**src/verilog/wdog_map.svh**
```systemverilog
`ifndef WDOG_MAP_SVH
`define WDOG_MAP_SVH
// ==========================================================
// register indices (word index; byte address is index times four)
`define WD_IDX_OPT_TWO 16'h001E
`define WD_IDX_OPT_ONE 16'h001F
`define WD_IDX_SERVICE 16'hFFFF
`define WD_IDX_STATUS 16'h0020
`define WD_ADDR_OPT_TWO {`WD_IDX_OPT_TWO, 2'b00}
`define WD_ADDR_OPT_ONE {`WD_IDX_OPT_ONE, 2'b00}
`define WD_ADDR_SERVICE {`WD_IDX_SERVICE, 2'b00}
`define WD_ADDR_STATUS {`WD_IDX_STATUS, 2'b00}
// ==========================================================
// reset values and masks of the option latches
`define WD_OPT_ONE_RESET 8'h00
`define WD_OPT_TWO_RESET 8'h01
`define WD_OPT_ONE_KEEP 8'h08
`define WD_OPT_TWO_KEEP 8'h00
`define WD_OPT_ONE_USED 8'hFF
`define WD_OPT_TWO_USED 8'h07
// ==========================================================
// status register field positions
`define WD_STAT_FLAG_BIT 0
`define WD_STAT_ONE_WR_BIT 1
`define WD_STAT_TWO_WR_BIT 2
// ==========================================================
// timing counts in crystal clock cycles, then watchdog chain field widths in bits
`define WD_LONG_TIMEOUT ((1 << 18) - (1 << 4))
`define WD_SHORT_TIMEOUT ((1 << 13) - (1 << 4))
`define WD_PIN_PULSE 32
`define WD_REC_SHORT 32
`define WD_REC_LONG 4096
`define WD_TB_DIV 128
`define WD_CHAIN_W 18
`define WD_SVC_KEEP_W 4
`define WD_PRESCALE_W 12
`endif

```
**src/verilog/wdog_pkg.sv**
```systemverilog
// ==========================================================
// types shared by the watchdog and option latch files
package wdog_pkg;
  // first option register layout, msb first
  typedef struct packed {
    logic watchdogRateSelect;
    logic voltageMonitorInStop;
    logic voltageMonitorResetDisable;
    logic voltageMonitorPowerDown;
    logic voltageMonitorSupplyMode;
    logic shortStopRecovery;
    logic stopInstructionEnable;
    logic watchdogDisable;
  } opt_one_t;
  // second option register layout, msb first
  typedef struct packed {
    logic [4:0] unused;
    logic timebaseExtraDividerSelect;
    logic oscillatorInStopEnable;
    logic serialBaudClockSource;
  } opt_two_t;
  // stop mode sequencing states
  typedef enum logic [1:0] {
    ST_RUN = 2'b00,
    ST_STOPPED = 2'b01,
    ST_RECOVER = 2'b10
  } stop_state_t;
endpackage : wdog_pkg

```
**src/verilog/watchdog_and_option_latches.sv**
```systemverilog
// Overview of operation
// option registers accept only first write after reset
// reset restores option defaults except supply mode
// supply mode cleared only at power-on, once-writable
// option registers at fixed indices, always readable
// timebase select inserts divide-by-128 prescaler
// oscillator keeps running in stop when enabled
// baud source picks bus or oscillator clock
// rate bit picks short or long timeout
// monitor stays on in stop if enabled
// reset-disable blocks monitor reset; power-down disables
// supply mode bit selects 5-V or 3-V
// stop exit waits 32 or 4096 cycles
// monitor-reset stop exit always uses long delay
// software avoids short recovery with stopped oscillator
// disabled stop instruction raises illegal opcode reset
// disable bit holds the watchdog inactive
// 6-bit counter behind 12-bit prescaler resets chip
// service write clears counter and prescaler stages; the low 4 prescaler bits are kept
// service read returns reset vector low byte
// watchdog reset drives pin 32 cycles, flags
// stop, vector fetch, internal reset clear chain; stop and vector fetch clear only the 12-bit prescaler
// monitor mode test voltage or blank vectors disable
// per-register written flag blocks later writes
`timescale 1ns/1ps
`default_nettype none
`include "wdog_map.svh"
module watchdog_and_option_latches #(
  parameter int LONG_TIMEOUT = `WD_LONG_TIMEOUT,
  parameter int SHORT_TIMEOUT = `WD_SHORT_TIMEOUT,
  parameter int REC_LONG = `WD_REC_LONG
) (
  input wire logic ref_clk,
  input wire logic rstn,
  // apb slave
  input wire logic psel,
  input wire logic penable,
  input wire logic pwrite,
  input wire logic [31:0] paddr,
  input wire logic [31:0] pwdata,
  output logic [31:0] prdata,
  output logic pready,
  output logic pslverr,
  // cpu side events, same clock
  input wire logic stopInstr,
  input wire logic wakeEvent,
  input wire logic vectorFetch,
  input wire logic otherResetReq,
  input wire logic [7:0] resetVectorLow,
  input wire logic monitorMode,
  input wire logic blankVectors,
  input wire logic busClockTick,
  input wire logic oscClockTick,
  // asynchronous pin levels
  input wire logic testVoltagePin,
  input wire logic lviTripPin,
  // outputs
  output logic stopMode,
  output logic recoveryBusy,
  output logic illegalOpcodeReset,
  output logic resetPinOut,
  output logic resetPinOe,
  output logic watchdogResetFlag,
  output logic oscillatorRun,
  output logic monitorEnable,
  output logic monitorResetOut,
  output logic supplyFiveVolt,
  output logic timebaseTick,
  output logic serialClockTick,
  output logic serialSourceInternal
);
  // ==========================================================
  // address decode
  localparam int CW = `WD_CHAIN_W;
  localparam int KW = `WD_SVC_KEEP_W;
  localparam int PW = `WD_PRESCALE_W;
  wire logic upperZero = (paddr[31:18] == 14'h0000); // no alias above the map
  wire logic selOptOne = upperZero & (paddr[17:0] == `WD_ADDR_OPT_ONE);
  wire logic selOptTwo = upperZero & (paddr[17:0] == `WD_ADDR_OPT_TWO);
  wire logic selService = upperZero & (paddr[17:0] == `WD_ADDR_SERVICE);
  wire logic selStatus = upperZero & (paddr[17:0] == `WD_ADDR_STATUS);
  wire logic selAny = selOptOne | selOptTwo | selService | selStatus;
  wire logic setupPhase = psel & ~penable; // read data is captured here
  wire logic accessPhase = psel & penable; // zero wait access
  wire logic busWrite = accessPhase & pwrite & selAny;
  wire logic writeOptOne = busWrite & selOptOne;
  wire logic writeOptTwo = busWrite & selOptTwo;
  wire logic serviceWrite = busWrite & selService; // any value services
  // ==========================================================
  // pin synchronisers
  logic tvMeta_q; // first stage, read only by the second
  logic tvSync_q; // test high voltage present
  logic lviMeta_q; // first stage, read only by the second
  logic lviSync_q; // monitor trip level
  always_ff @(posedge ref_clk) begin
    if (!rstn) begin
      tvMeta_q <= 1'b0;
      tvSync_q <= 1'b0;
      lviMeta_q <= 1'b0;
      lviSync_q <= 1'b0;
    end else begin
      tvMeta_q <= testVoltagePin;
      tvSync_q <= tvMeta_q;
      lviMeta_q <= lviTripPin;
      lviSync_q <= lviMeta_q;
    end
  end
  // ==========================================================
  // option latches
  logic [7:0] optOneRaw; // first register bits
  logic [7:0] optTwoRaw; // second register bits
  logic optOneWritten; // first register locked
  logic optTwoWritten; // second register locked
  wdog_pkg::opt_one_t optOne; // first register fields
  wdog_pkg::opt_two_t optTwo; // second register fields
  logic internalReset; // any reset other than power-on
  assign optOne = wdog_pkg::opt_one_t'(optOneRaw);
  assign optTwo = wdog_pkg::opt_two_t'(optTwoRaw);
  // first register, supply mode bit kept over ordinary resets
  option_latch #(
    .WIDTH(8),
    .RESET_VALUE(`WD_OPT_ONE_RESET),
    .KEEP_MASK(`WD_OPT_ONE_KEEP),
    .USED_MASK(`WD_OPT_ONE_USED)
  ) u_opt_one (
    .ref_clk(ref_clk),
    .rstn(rstn),
    .softReset(internalReset),
    .writeStrobe(writeOptOne),
    .writeData(pwdata[7:0]),
    .value(optOneRaw),
    .written(optOneWritten)
  );
  // second register, baud source defaults to bus clock
  option_latch #(
    .WIDTH(8),
    .RESET_VALUE(`WD_OPT_TWO_RESET),
    .KEEP_MASK(`WD_OPT_TWO_KEEP),
    .USED_MASK(`WD_OPT_TWO_USED)
  ) u_opt_two (
    .ref_clk(ref_clk),
    .rstn(rstn),
    .softReset(internalReset),
    .writeStrobe(writeOptTwo),
    .writeData(pwdata[7:0]),
    .value(optTwoRaw),
    .written(optTwoWritten)
  );
  // ==========================================================
  // stop mode sequencing
  wdog_pkg::stop_state_t state_q; // current stop phase
  wdog_pkg::stop_state_t state_d; // next stop phase
  logic illegal_q; // illegal opcode reset pulse
  logic recStart; // begin exit delay
  logic recLong; // exit delay is the long one
  logic recDone; // exit delay finished
  logic recBusy; // exit delay running
  logic lviResetEvt; // monitor reset asserted
  wire logic stopTaken = stopInstr & optOne.stopInstructionEnable & (state_q == wdog_pkg::ST_RUN);
  wire logic stopRefused = stopInstr & ~optOne.stopInstructionEnable;
  wire logic inStop = (state_q == wdog_pkg::ST_STOPPED);
  wire logic stopExit = inStop & (wakeEvent | lviResetEvt);
  assign recStart = stopExit;
  assign recLong = lviResetEvt | ~optOne.shortStopRecovery;
  // next state selection
  always_comb begin
    state_d = state_q;
    case (state_q)
      wdog_pkg::ST_RUN: begin
        // stop only when the instruction is enabled
        if (stopTaken) begin
          state_d = wdog_pkg::ST_STOPPED;
        end
      end
      wdog_pkg::ST_STOPPED: begin
        // interrupt or monitor reset wakes the part
        if (stopExit) begin
          state_d = wdog_pkg::ST_RECOVER;
        end
      end
      wdog_pkg::ST_RECOVER: begin
        // clocks usable after the delay
        if (recDone) begin
          state_d = wdog_pkg::ST_RUN;
        end
      end
      default: begin
        state_d = wdog_pkg::ST_RUN;
      end
    endcase
  end
  // state register and illegal opcode pulse
  always_ff @(posedge ref_clk) begin
    if (!rstn) begin
      state_q <= wdog_pkg::ST_RUN;
      illegal_q <= 1'b0;
    end else begin
      state_q <= state_d;
      illegal_q <= stopRefused;
    end
  end
  // exit delay counter
  stop_recovery #(
    .SHORT_CYCLES(`WD_REC_SHORT),
    .LONG_CYCLES(REC_LONG)
  ) u_recovery (
    .ref_clk(ref_clk),
    .rstn(rstn),
    .start(recStart),
    .useLong(recLong),
    .busy(recBusy),
    .done(recDone)
  );
  // ==========================================================
  // low-voltage monitor and oscillator controls
  assign monitorEnable = ~optOne.voltageMonitorPowerDown
    & (~inStop | optOne.voltageMonitorInStop);
  assign lviResetEvt = lviSync_q & monitorEnable & ~optOne.voltageMonitorResetDisable;
  assign monitorResetOut = lviResetEvt;
  assign supplyFiveVolt = optOne.voltageMonitorSupplyMode;
  assign oscillatorRun = ~inStop | optTwo.oscillatorInStopEnable;
  assign stopMode = inStop;
  assign recoveryBusy = recBusy;
  assign illegalOpcodeReset = illegal_q;
  // ==========================================================
  // timebase prescaler and serial clock source
  logic [6:0] tbDiv_q; // divide-by-128 stage
  logic timebaseTick_q; // timebase clock enable
  logic serialClockTick_q; // serial clock enable
  wire logic tbWrap = (tbDiv_q == 7'(`WD_TB_DIV - 1));
  always_ff @(posedge ref_clk) begin
    if (!rstn) begin
      tbDiv_q <= 7'h00;
      timebaseTick_q <= 1'b0;
      serialClockTick_q <= 1'b0;
    end else begin
      // divider only advances while the oscillator runs
      if (oscillatorRun) begin
        tbDiv_q <= tbDiv_q + 7'h01;
      end
      timebaseTick_q <= oscillatorRun & (optTwo.timebaseExtraDividerSelect ? tbWrap : 1'b1);
      serialClockTick_q <= optTwo.serialBaudClockSource ? busClockTick : oscClockTick;
    end
  end
  assign timebaseTick = timebaseTick_q;
  assign serialClockTick = serialClockTick_q;
  assign serialSourceInternal = optTwo.serialBaudClockSource;
  // ==========================================================
  // watchdog chain: prescaler low, counter high
  logic [CW-1:0] chain_q; // counter and prescaler as one
  logic blankLatch_q; // blank-vector monitor entry seen
  logic [5:0] pinCount_q; // reset pin low cycles left
  logic flag_q; // watchdog reset seen since power-on
  wire logic monitorBlock = (monitorMode & tvSync_q) | blankLatch_q;
  wire logic watchdogActive = ~optOne.watchdogDisable & ~monitorBlock & ~inStop;
  wire logic [CW-1:0] limit = optOne.watchdogRateSelect
    ? CW'(SHORT_TIMEOUT - 1) : CW'(LONG_TIMEOUT - 1);
  wire logic wdogFire = watchdogActive & (chain_q >= limit) & ~internalReset;
  wire logic pinDriving = (pinCount_q != 6'h00);
  assign internalReset = pinDriving | illegal_q | lviResetEvt | otherResetReq;
  // blank-vector disable holds until power-on
  always_ff @(posedge ref_clk) begin
    if (!rstn) begin
      blankLatch_q <= 1'b0;
    end else if (monitorMode && blankVectors) begin
      blankLatch_q <= 1'b1;
    end
  end
  // chain counting and clearing
  always_ff @(posedge ref_clk) begin
    if (!rstn) begin
      chain_q <= '0;
    end else if (internalReset || wdogFire) begin
      chain_q <= '0;
    end else if (serviceWrite) begin
      chain_q <= {{(CW-KW){1'b0}}, chain_q[KW-1:0]};
    end else if (stopTaken || vectorFetch) begin
      chain_q <= {chain_q[CW-1:PW], {PW{1'b0}}};
    end else if (watchdogActive) begin
      chain_q <= chain_q + CW'(1);
    end
  end
  // reset pin pulse and sticky flag, set wins
  always_ff @(posedge ref_clk) begin
    if (!rstn) begin
      pinCount_q <= 6'h00;
      flag_q <= 1'b0;
    end else begin
      if (wdogFire) begin
        pinCount_q <= 6'(`WD_PIN_PULSE);
      end else if (pinDriving) begin
        pinCount_q <= pinCount_q - 6'h01;
      end
      if (wdogFire) begin
        flag_q <= 1'b1;
      end
    end
  end
  assign resetPinOut = 1'b0;
  assign resetPinOe = pinDriving;
  assign watchdogResetFlag = flag_q;
  // ==========================================================
  // apb read data and answer
  logic [31:0] prdata_q; // data captured in setup cycle
  logic [7:0] statusByte; // block state view
  logic [7:0] readByte; // selected read value
  assign statusByte = {5'h00, optTwoWritten, optOneWritten, flag_q};
  assign readByte = selOptOne ? optOneRaw
    : selOptTwo ? optTwoRaw
    : selService ? resetVectorLow
    : selStatus ? statusByte
    : 8'h00;
  always_ff @(posedge ref_clk) begin
    if (!rstn) begin
      prdata_q <= 32'h00000000;
    end else if (setupPhase && !pwrite) begin
      prdata_q <= {24'h000000, readByte};
    end
  end
  assign prdata = prdata_q;
  assign pready = 1'b1;
  assign pslverr = accessPhase & ~selAny;
endmodule : watchdog_and_option_latches
`default_nettype wire

```
**src/verilog/option_latch.sv**
```systemverilog
`timescale 1ns/1ps
`default_nettype none
// ==========================================================
// write-once option latch
module option_latch #(
  parameter int WIDTH = 8,
  parameter logic [WIDTH-1:0] RESET_VALUE = '0,
  parameter logic [WIDTH-1:0] KEEP_MASK = '0,
  parameter logic [WIDTH-1:0] USED_MASK = '1
) (
  input wire logic ref_clk,
  input wire logic rstn,
  input wire logic softReset,
  input wire logic writeStrobe,
  input wire logic [WIDTH-1:0] writeData,
  output logic [WIDTH-1:0] value,
  output logic written
);
  logic [WIDTH-1:0] value_q; // stored settings
  logic written_q; // ordinary bits already written since any reset
  logic keepWritten_q; // kept bits already written since power-on
  wire logic takeOrdinary = writeStrobe & ~written_q & ~softReset;
  wire logic takeKeep = writeStrobe & ~keepWritten_q & ~softReset;
  wire logic [WIDTH-1:0] ordMask = ~KEEP_MASK & USED_MASK;
  wire logic [WIDTH-1:0] keepMask = KEEP_MASK & USED_MASK;
  // ==========================================================
  // latch update
  always_ff @(posedge ref_clk) begin
    if (!rstn) begin
      value_q <= RESET_VALUE & USED_MASK;
      written_q <= 1'b0;
      keepWritten_q <= 1'b0;
    end else begin
      // ordinary reset restores defaults but spares kept bits
      if (softReset) begin
        value_q <= (value_q & keepMask) | (RESET_VALUE & ordMask);
        written_q <= 1'b0;
      end else begin
        // each part takes only its first write; later ones dropped silently
        value_q <= ((takeOrdinary ? writeData : value_q) & ordMask)
          | ((takeKeep ? writeData : value_q) & keepMask);
        written_q <= written_q | takeOrdinary;
        keepWritten_q <= keepWritten_q | takeKeep;
      end
    end
  end
  assign value = value_q;
  assign written = written_q;
endmodule : option_latch
`default_nettype wire

```
**src/verilog/stop_recovery.sv**
```systemverilog
`timescale 1ns/1ps
`default_nettype none
// ==========================================================
// stop exit delay counter
module stop_recovery #(
  parameter int SHORT_CYCLES = 32,
  parameter int LONG_CYCLES = 4096
) (
  input wire logic ref_clk,
  input wire logic rstn,
  input wire logic start,
  input wire logic useLong,
  output logic busy,
  output logic done
);
  localparam int CW = $clog2(LONG_CYCLES) + 1;
  logic [CW-1:0] count_q; // cycles still to wait
  logic busy_q; // delay running
  logic done_q; // one-cycle end marker
  // ==========================================================
  // countdown
  always_ff @(posedge ref_clk) begin
    if (!rstn) begin
      count_q <= '0;
      busy_q <= 1'b0;
      done_q <= 1'b0;
    end else if (start) begin
      // load long or short delay
      count_q <= useLong ? CW'(LONG_CYCLES - 1) : CW'(SHORT_CYCLES - 1);
      busy_q <= 1'b1;
      done_q <= 1'b0;
    end else if (busy_q) begin
      // last cycle of the delay ends it
      count_q <= count_q - CW'(1);
      busy_q <= (count_q != '0);
      done_q <= (count_q == '0);
    end else begin
      done_q <= 1'b0;
    end
  end
  assign busy = busy_q;
  assign done = done_q;
endmodule : stop_recovery
`default_nettype wire

```
**config.mk**
```make
export PLATFORM = sky130hd
export DESIGN_NAME = watchdog_and_option_latches
export DESIGN_NICKNAME = d
export VERILOG_FILES = /design/src/verilog/wdog_pkg.sv /design/src/verilog/watchdog_and_option_latches.sv /design/src/verilog/option_latch.sv /design/src/verilog/stop_recovery.sv
export VERILOG_INCLUDE_DIRS = /design/src /design/src/verilog
export SDC_FILE = /design/constraint.sdc
export NUM_CORES = 1
export LEC_CHECK = 0
export ABC_AREA = 1
export BUFFER_PORTS_ARGS = -buffer_cell sky130_fd_sc_hd__buf_2
export CAP_MARGIN = 20
export CORE_UTILIZATION = 45
export CTS_BUF_LIST = sky130_fd_sc_hd__clkbuf_16
export DETAILED_ROUTE_END_ITERATION = 12
export GPL_TIMING_DRIVEN = 0
export PLACE_DENSITY = 0.71
export SKIP_LAST_GASP = 1
export SLEW_MARGIN = 40
export SYNTH_ARGS = -nofsm -noshare
export SYNTH_HDL_FRONTEND = slang
export SYNTH_SLANG_ARGS = --single-unit
```
**constraint.sdc**
```tcl
create_clock -name ref_clk -period 2.2 [get_ports ref_clk]
set_input_delay 0.44 -clock ref_clk [delete_from_list [all_inputs] [get_ports ref_clk]]
set_output_delay 0.44 -clock ref_clk [all_outputs]
set_load 0.01 [all_outputs]
```
=== Word-level counts from Yosys, hierarchy flattened ===
Cells that the tools add are included.

* Register bits after elaboration: 84
* Bits in latches: 0
* RAM bits: 0
* ROM bits: 0
* Input bits: 87
* Output and inout port bits: 47
* Word-level logic and storage cells: 149
* Memories kept: 0

* Add/sub/neg operators: 4
* Multipliers: 0
* Div/mod/pow operators: 0
* Order comparisons: 1
* Equality and inequality tests: 10
* Shifts and indexed selects: 0
* Mux-type cells: 22
* Bitwise operators: 63
* Reductions and logical operators: 22

{| class="wikitable"
|+ Operators with widths
! kind !! number
|-
| equality test 18 x 7 -> 1 bit, second input constant || 2
|-
| 2-to-1 mux 8 bit || 4
|-
| bitwise AND 1 bit || 31
|-
| 2-to-1 mux 13 bit || 2
|-
| adder 18 x 1 -> 18 bit, second input constant || 1
|-
| equality test 18 bit, second input constant || 1
|-
| equality test 18 x 8 -> 1 bit, second input constant || 1
|-
| >= comparator 18 bit || 1
|-
| 2-to-1 mux 18 bit || 1
|-
| NOT 1 bit || 17
|-
| logical NOT 14 bit || 1
|-
| OR 1 bit || 14
|-
| logical NOT 13 bit || 1
|-
| nonzero test 13 bit || 1
|-
| subtractor 13 x 1 -> 13 bit, second input constant || 1
|-
| 2-to-1 mux 12 bit || 1
|-
| 2-to-1 mux 4 bit || 3
|-
| 2-to-1 mux 6 bit || 2
|-
| OR 8 x 4 -> 8 bit || 1
|-
| adder 7 x 1 -> 7 bit, second input constant || 1
|-
| equality test 7 bit, second input constant || 1
|-
| 2-to-1 mux 2 bit || 3
|-
| case mux 2 bit (3 select lines) || 1
|-
| nonzero test 2 bit || 3
|-
| other kinds (17) || 27
|}

=== Depth between registers and ports, before layout ===
* Depth in word-level cells: 12
* Mapped depth: 13
* Gate-level depth less buffers: 13

=== Modules after synthesis ===
From an unflattened synthesis, not the netlist that was laid out.

* Cell total of the unflattened synthesis: 657
* Area, all modules: 4535.6 um2

{| class="wikitable"
|+ By module, submodules not included
! module !! instances !! cells an instance !! area each (um2) !! seq. area each (um2)
|-
| watchdog_and_option_latches || 1 || 433 || 3044.2 || 1001.0
|-
| stop_recovery || 1 || 135 || 878.3 || 300.3
|-
| option_latch (u_opt_one) || 1 || 60 || 404.1 || 200.2
|-
| option_latch (u_opt_two) || 1 || 29 || 209.0 || 80.1
|}

=== Least setup slack after synthesis ===
Ideal clock, no wire load.

* Path type: flip-flop to flip-flop
* Start: register (tool-made name)
* End: register chain_q[10]
* Library setup time: 0.118 ns
* Arrival: 1.565 ns
* Data required time: 2.082 ns
* Setup slack: 0.517 ns
* Cell stages (with the launch flop): 13
* Path buffers: 0
* Clock period less this slack: 1.683 ns
* Cell sequence: dfxtp_1 > ha_1 > nand2_1 > nor2_1 > nand4_1 > nor3_1 > nand2_1 > nand2_1 > nand2_1 > nand2_2 > inv_2 > nand3_2 > nor2_1

{| class="wikitable"
|+ RTL lines
! what !! RTL line !! text
|-
| end signal, assigned || watchdog_and_option_latches.sv:276 || <nowiki>chain_q <= {{(CW-KW){1'b0}}, chain_q[KW-1:0]};</nowiki>
|-
| end signal, assigned || watchdog_and_option_latches.sv:278 || <nowiki>chain_q <= {chain_q[CW-1:PW], {PW{1'b0}}};</nowiki>
|-
| end signal, assigned || watchdog_and_option_latches.sv:280 || <nowiki>chain_q <= chain_q + CW'(1);</nowiki>
|-
| end, declared || watchdog_and_option_latches.sv:250 || <nowiki>logic [CW-1:0] chain_q;</nowiki>
|}

=== Final worst setup path ===
* Start: register pinCount_q[0]
* End: register u_opt_two.value_q[0] (netlist: u_opt_two.value[0])

* Longest elaborated chain between the ends: 6
* Elaborated cells on any way between the ends: 7
* Those cells by class: bitwise (5); reduce/logical (2)

{| class="wikitable"
|+ RTL lines
! what !! RTL line !! text
|-
| start, declared || watchdog_and_option_latches.sv:252 || <nowiki>logic [5:0] pinCount_q;</nowiki>
|-
| start signal, assigned || watchdog_and_option_latches.sv:290 || <nowiki>pinCount_q <= 6'(`WD_PIN_PULSE);</nowiki>
|-
| start signal, assigned || watchdog_and_option_latches.sv:292 || <nowiki>pinCount_q <= pinCount_q - 6'h01;</nowiki>
|-
| nonzero test 6 bit * || watchdog_and_option_latches.sv:259 || <nowiki>wire logic pinDriving = (pinCount_q != 6'h00);</nowiki>
|-
| OR 1 bit * (3 in series) || watchdog_and_option_latches.sv:260 || <nowiki>assign internalReset = pinDriving | illegal_q | lviResetEvt | otherResetReq;</nowiki>
|-
| NOT 1 bit || option_latch.sv:22 || <nowiki>wire logic takeOrdinary = writeStrobe & ~written_q & ~softReset;</nowiki>
|-
| bitwise AND 1 bit || option_latch.sv:22 ||
|-
| end signal, assigned || option_latch.sv:30 || <nowiki>value_q <= RESET_VALUE & USED_MASK;</nowiki>
|-
| end signal, assigned || option_latch.sv:36 || <nowiki>value_q <= (value_q & keepMask) | (RESET_VALUE & ordMask);</nowiki>
|-
| end signal, assigned || option_latch.sv:40 || <nowiki>value_q <= ((takeOrdinary ? writeData : value_q) & ordMask)</nowiki>
|-
| end, declared || option_latch.sv:19 || <nowiki>logic [WIDTH-1:0] value_q;</nowiki>
|}

Mark *: on every way between the ends. The rest lies on a longest branch, timed or not.
A chain may end at the register's enable or synchronous reset.

==> reports/results.tsv <==
metric	value	unit
status	finished clean	
relative slew slack	0.559	
Final period util	0.902	
Leak Pwr	2.55	nW
Synth Instances	650	
ys flop type	dfxtp_1	
share of the synthesized area in the top cell type	0.348	
TNS Setup	0	ps
critical-path cell list	inv_1 -> ha_1 -> nand3_2 -> nor3_1 -> nand2_1 -> nor2_2 -> buf_2 -> inv_1 -> a21oi_1 -> o21ai_1	
pre-CTS WS	148	ps
area leader, netlist	dfxtp_1	
Worst R2R Start	pinCount_q[0]	
Synth Register Bits	79	
syn avg cell area	6.98	µm²
synth top area cells	dfxtp_1 (35%), nand2_1 (9.3%), nor2_1 (7.0%)	
final WL	10.3	mm
htree depth	3	
Worst VDD drop	0.000554	V
gpl congestion	0.839	
WP buf/inv	3	
crit-path max cell delay	300	ps
ANT cells	0	
Worst-Margin Slew	657	ps
CP Capture Type	register	
Layout area overhead	21.8	%
Top cell by count, worst path	inv_1	
f_max	0.504	GHz
Final Hold Fails	0	
Post-synth ARST share	0	
Worst setup SP type	register	
Total Power	3.68	mW
final slew viol count	0	
Core Rows	36	
HPWL Detailed	8.19	mm
post-synthesis cell type count	45	
Placed Area	5210	µm²
final setup fails	0	
reg-to-reg slack, setup	220	ps
final instance area	5530	µm²
layout cells sized above 1	0.238	
WHS	296	ps
crit path kind	register to register	
Worst Path Max Fanout	10	
Hold Path Origin	testVoltagePin	
Routed Antenna Nets	0	
first-pass GRT wire length	17.2	mm
Port-buffer cells	83	
max_cap viols	0	
Syn. warnings	0	
Hold-fix buffers, CTS	0	
DR pass1 iterations	5	
drc violations	0	
WL/cell	11.4	µm
Worst-path clk slew	60	ps
Critical Path RT	2410	ps
CTS Buf Count	9	
clock latency on the worst-skew pair	330	ps
Post-Syn Area	4540	µm²
Vias/cell	4.81	
DIE AREA	10500	µm²
unrepaired setup endpoints after global routing	no	
initial core utilization	0.464	
EDFF count, synth	0	
DR iter-0 viols	143	
Vias	4357	
pwr/cell area	665	nW/µm²
Core Footprint	9770	µm²
crit path max-delay cell type	dfxtp_1	
CTS tree	done	
vias in the first global route	4048	
Tmin final	1980	ps
Bufs on Longest Clock Path	2	
# resized after CTS	0	
CTS Sinks	79	
largest net degree at the start of global routing	14	
CP Launch Point	pinCount_q[0]	
Fin Clk Skew	8.27	ps
IO Count	134	
register area share after synthesis	0.348	
root buf cell	clkbuf_16	
Top Family by Delay on Critical Path	simple AND/OR/NAND/NOR gates	
hold crit path type	primary input to register	
final net count	865	
Critical Path AT	2200	ps
# Post-CTS Setup Buffers	0	
DIE WIDTH	102	µm
crit path setup slack, layout	216	ps
total global-route track usage	0.208	
GRT overflow	0	
initial antenna violation count	0	
die span in y	102	µm
-- cells in the mapped netlist (2+ instances only) --
library cell	number
inv_2	11
xnor2_1	9
ha_1	10
nor4_1	2
nand2_2	8
dfxtp_1	79
nor3_1	22
nor2_1	85
xor2_1	11
nand3_2	6
buf_2	2
o221ai_1	3
o21ai_1	3
o211ai_1	6
nor2_2	18
and3_1	2
nand3_1	36
inv_1	82
a31oi_1	2
nor2_4	5
a21oi_1	40
nand4_1	20
or2_2	3
buf_4	26
conb_1	2
clkbuf_1	7
nand2_1	113
o21ai_0	20
-- worst paths after layout --
path	endpoint	cells after the start
max	u_opt_two.value[0]	10
min	tvMeta_q	3
max reg2reg	u_opt_two.value[0]	10
min reg2reg	lviSync_q	2
-- tightest hold or removal path: cells and delay by family --
kind                   cells  cell delay, ps
and+or+nand+nor            1              40
buffers and inverters      2             110
-- layout by cell type (no fill, tap or decap), types with 2 or more instances in the layout --
cell	netlist	routed
nand2_1	113	113
nor2_1	85	85
buf_2	2	85
inv_1	82	82
dfxtp_1	79	79
a21oi_1	40	40
nand3_1	36	36
buf_4	26	26
conb_1	2	26
nor3_1	22	22
nand4_1	20	20
o21ai_0	20	20
nor2_2	18	18
inv_2	11	11
xor2_1	11	11
ha_1	10	10
xnor2_1	9	9
clkbuf_16	0	9
nand2_2	8	8
clkbuf_1	7	7
o211ai_1	6	6
nand3_2	6	5
nor2_4	5	5
o21ai_1	3	3
clkinv_1	1	3
or2_2	3	3
o221ai_1	3	3
nand3_4	1	2
nor4_1	2	2
and3_1	2	2
a31oi_1	2	2
bufinv_16	0	2
-- metal layers --
layer / GRT usage / routed length, µm
met1: 0.243 / 4640
met2: 0.370 / 4980
met3: 0.0369 / 410
met4: 0.0912 / 246
met5: 0 / 0
-- through the flow --
stage / util / cells
CTS: 0.565 / 905
finish: 0.566 / 905
detailed placement: 0.533 / 890
global placement: 0.533 / 890
floorplan: - / 674
global route: 0.566 / 905
-- cell families after synthesis --
group	share of synthesized area
fa+ha+maj	0.0276
compound gates	0.0984
buf+inv	0.131
simple gates	0.354
other cells	0.00165
xor+xnor	0.0386
flops	0.348
-- cell type report --
type	instances	area, µm²
inverters	94	353
fillers	937	4250
clock inverters	6	85.1
well taps	133	166
clock buffers	9	225
flip-flops and latches	79	1580
repair buffers	83	415
plain buffers	36	243
multi-input cells	465	2460
-- power breakdown --
part           internal (mW)  switching, mW
clock network          0.985          0.565
registers               1.50         0.0446
logic                  0.251          0.337
total                   2.73          0.946
(Power assumes the default switching activity.)
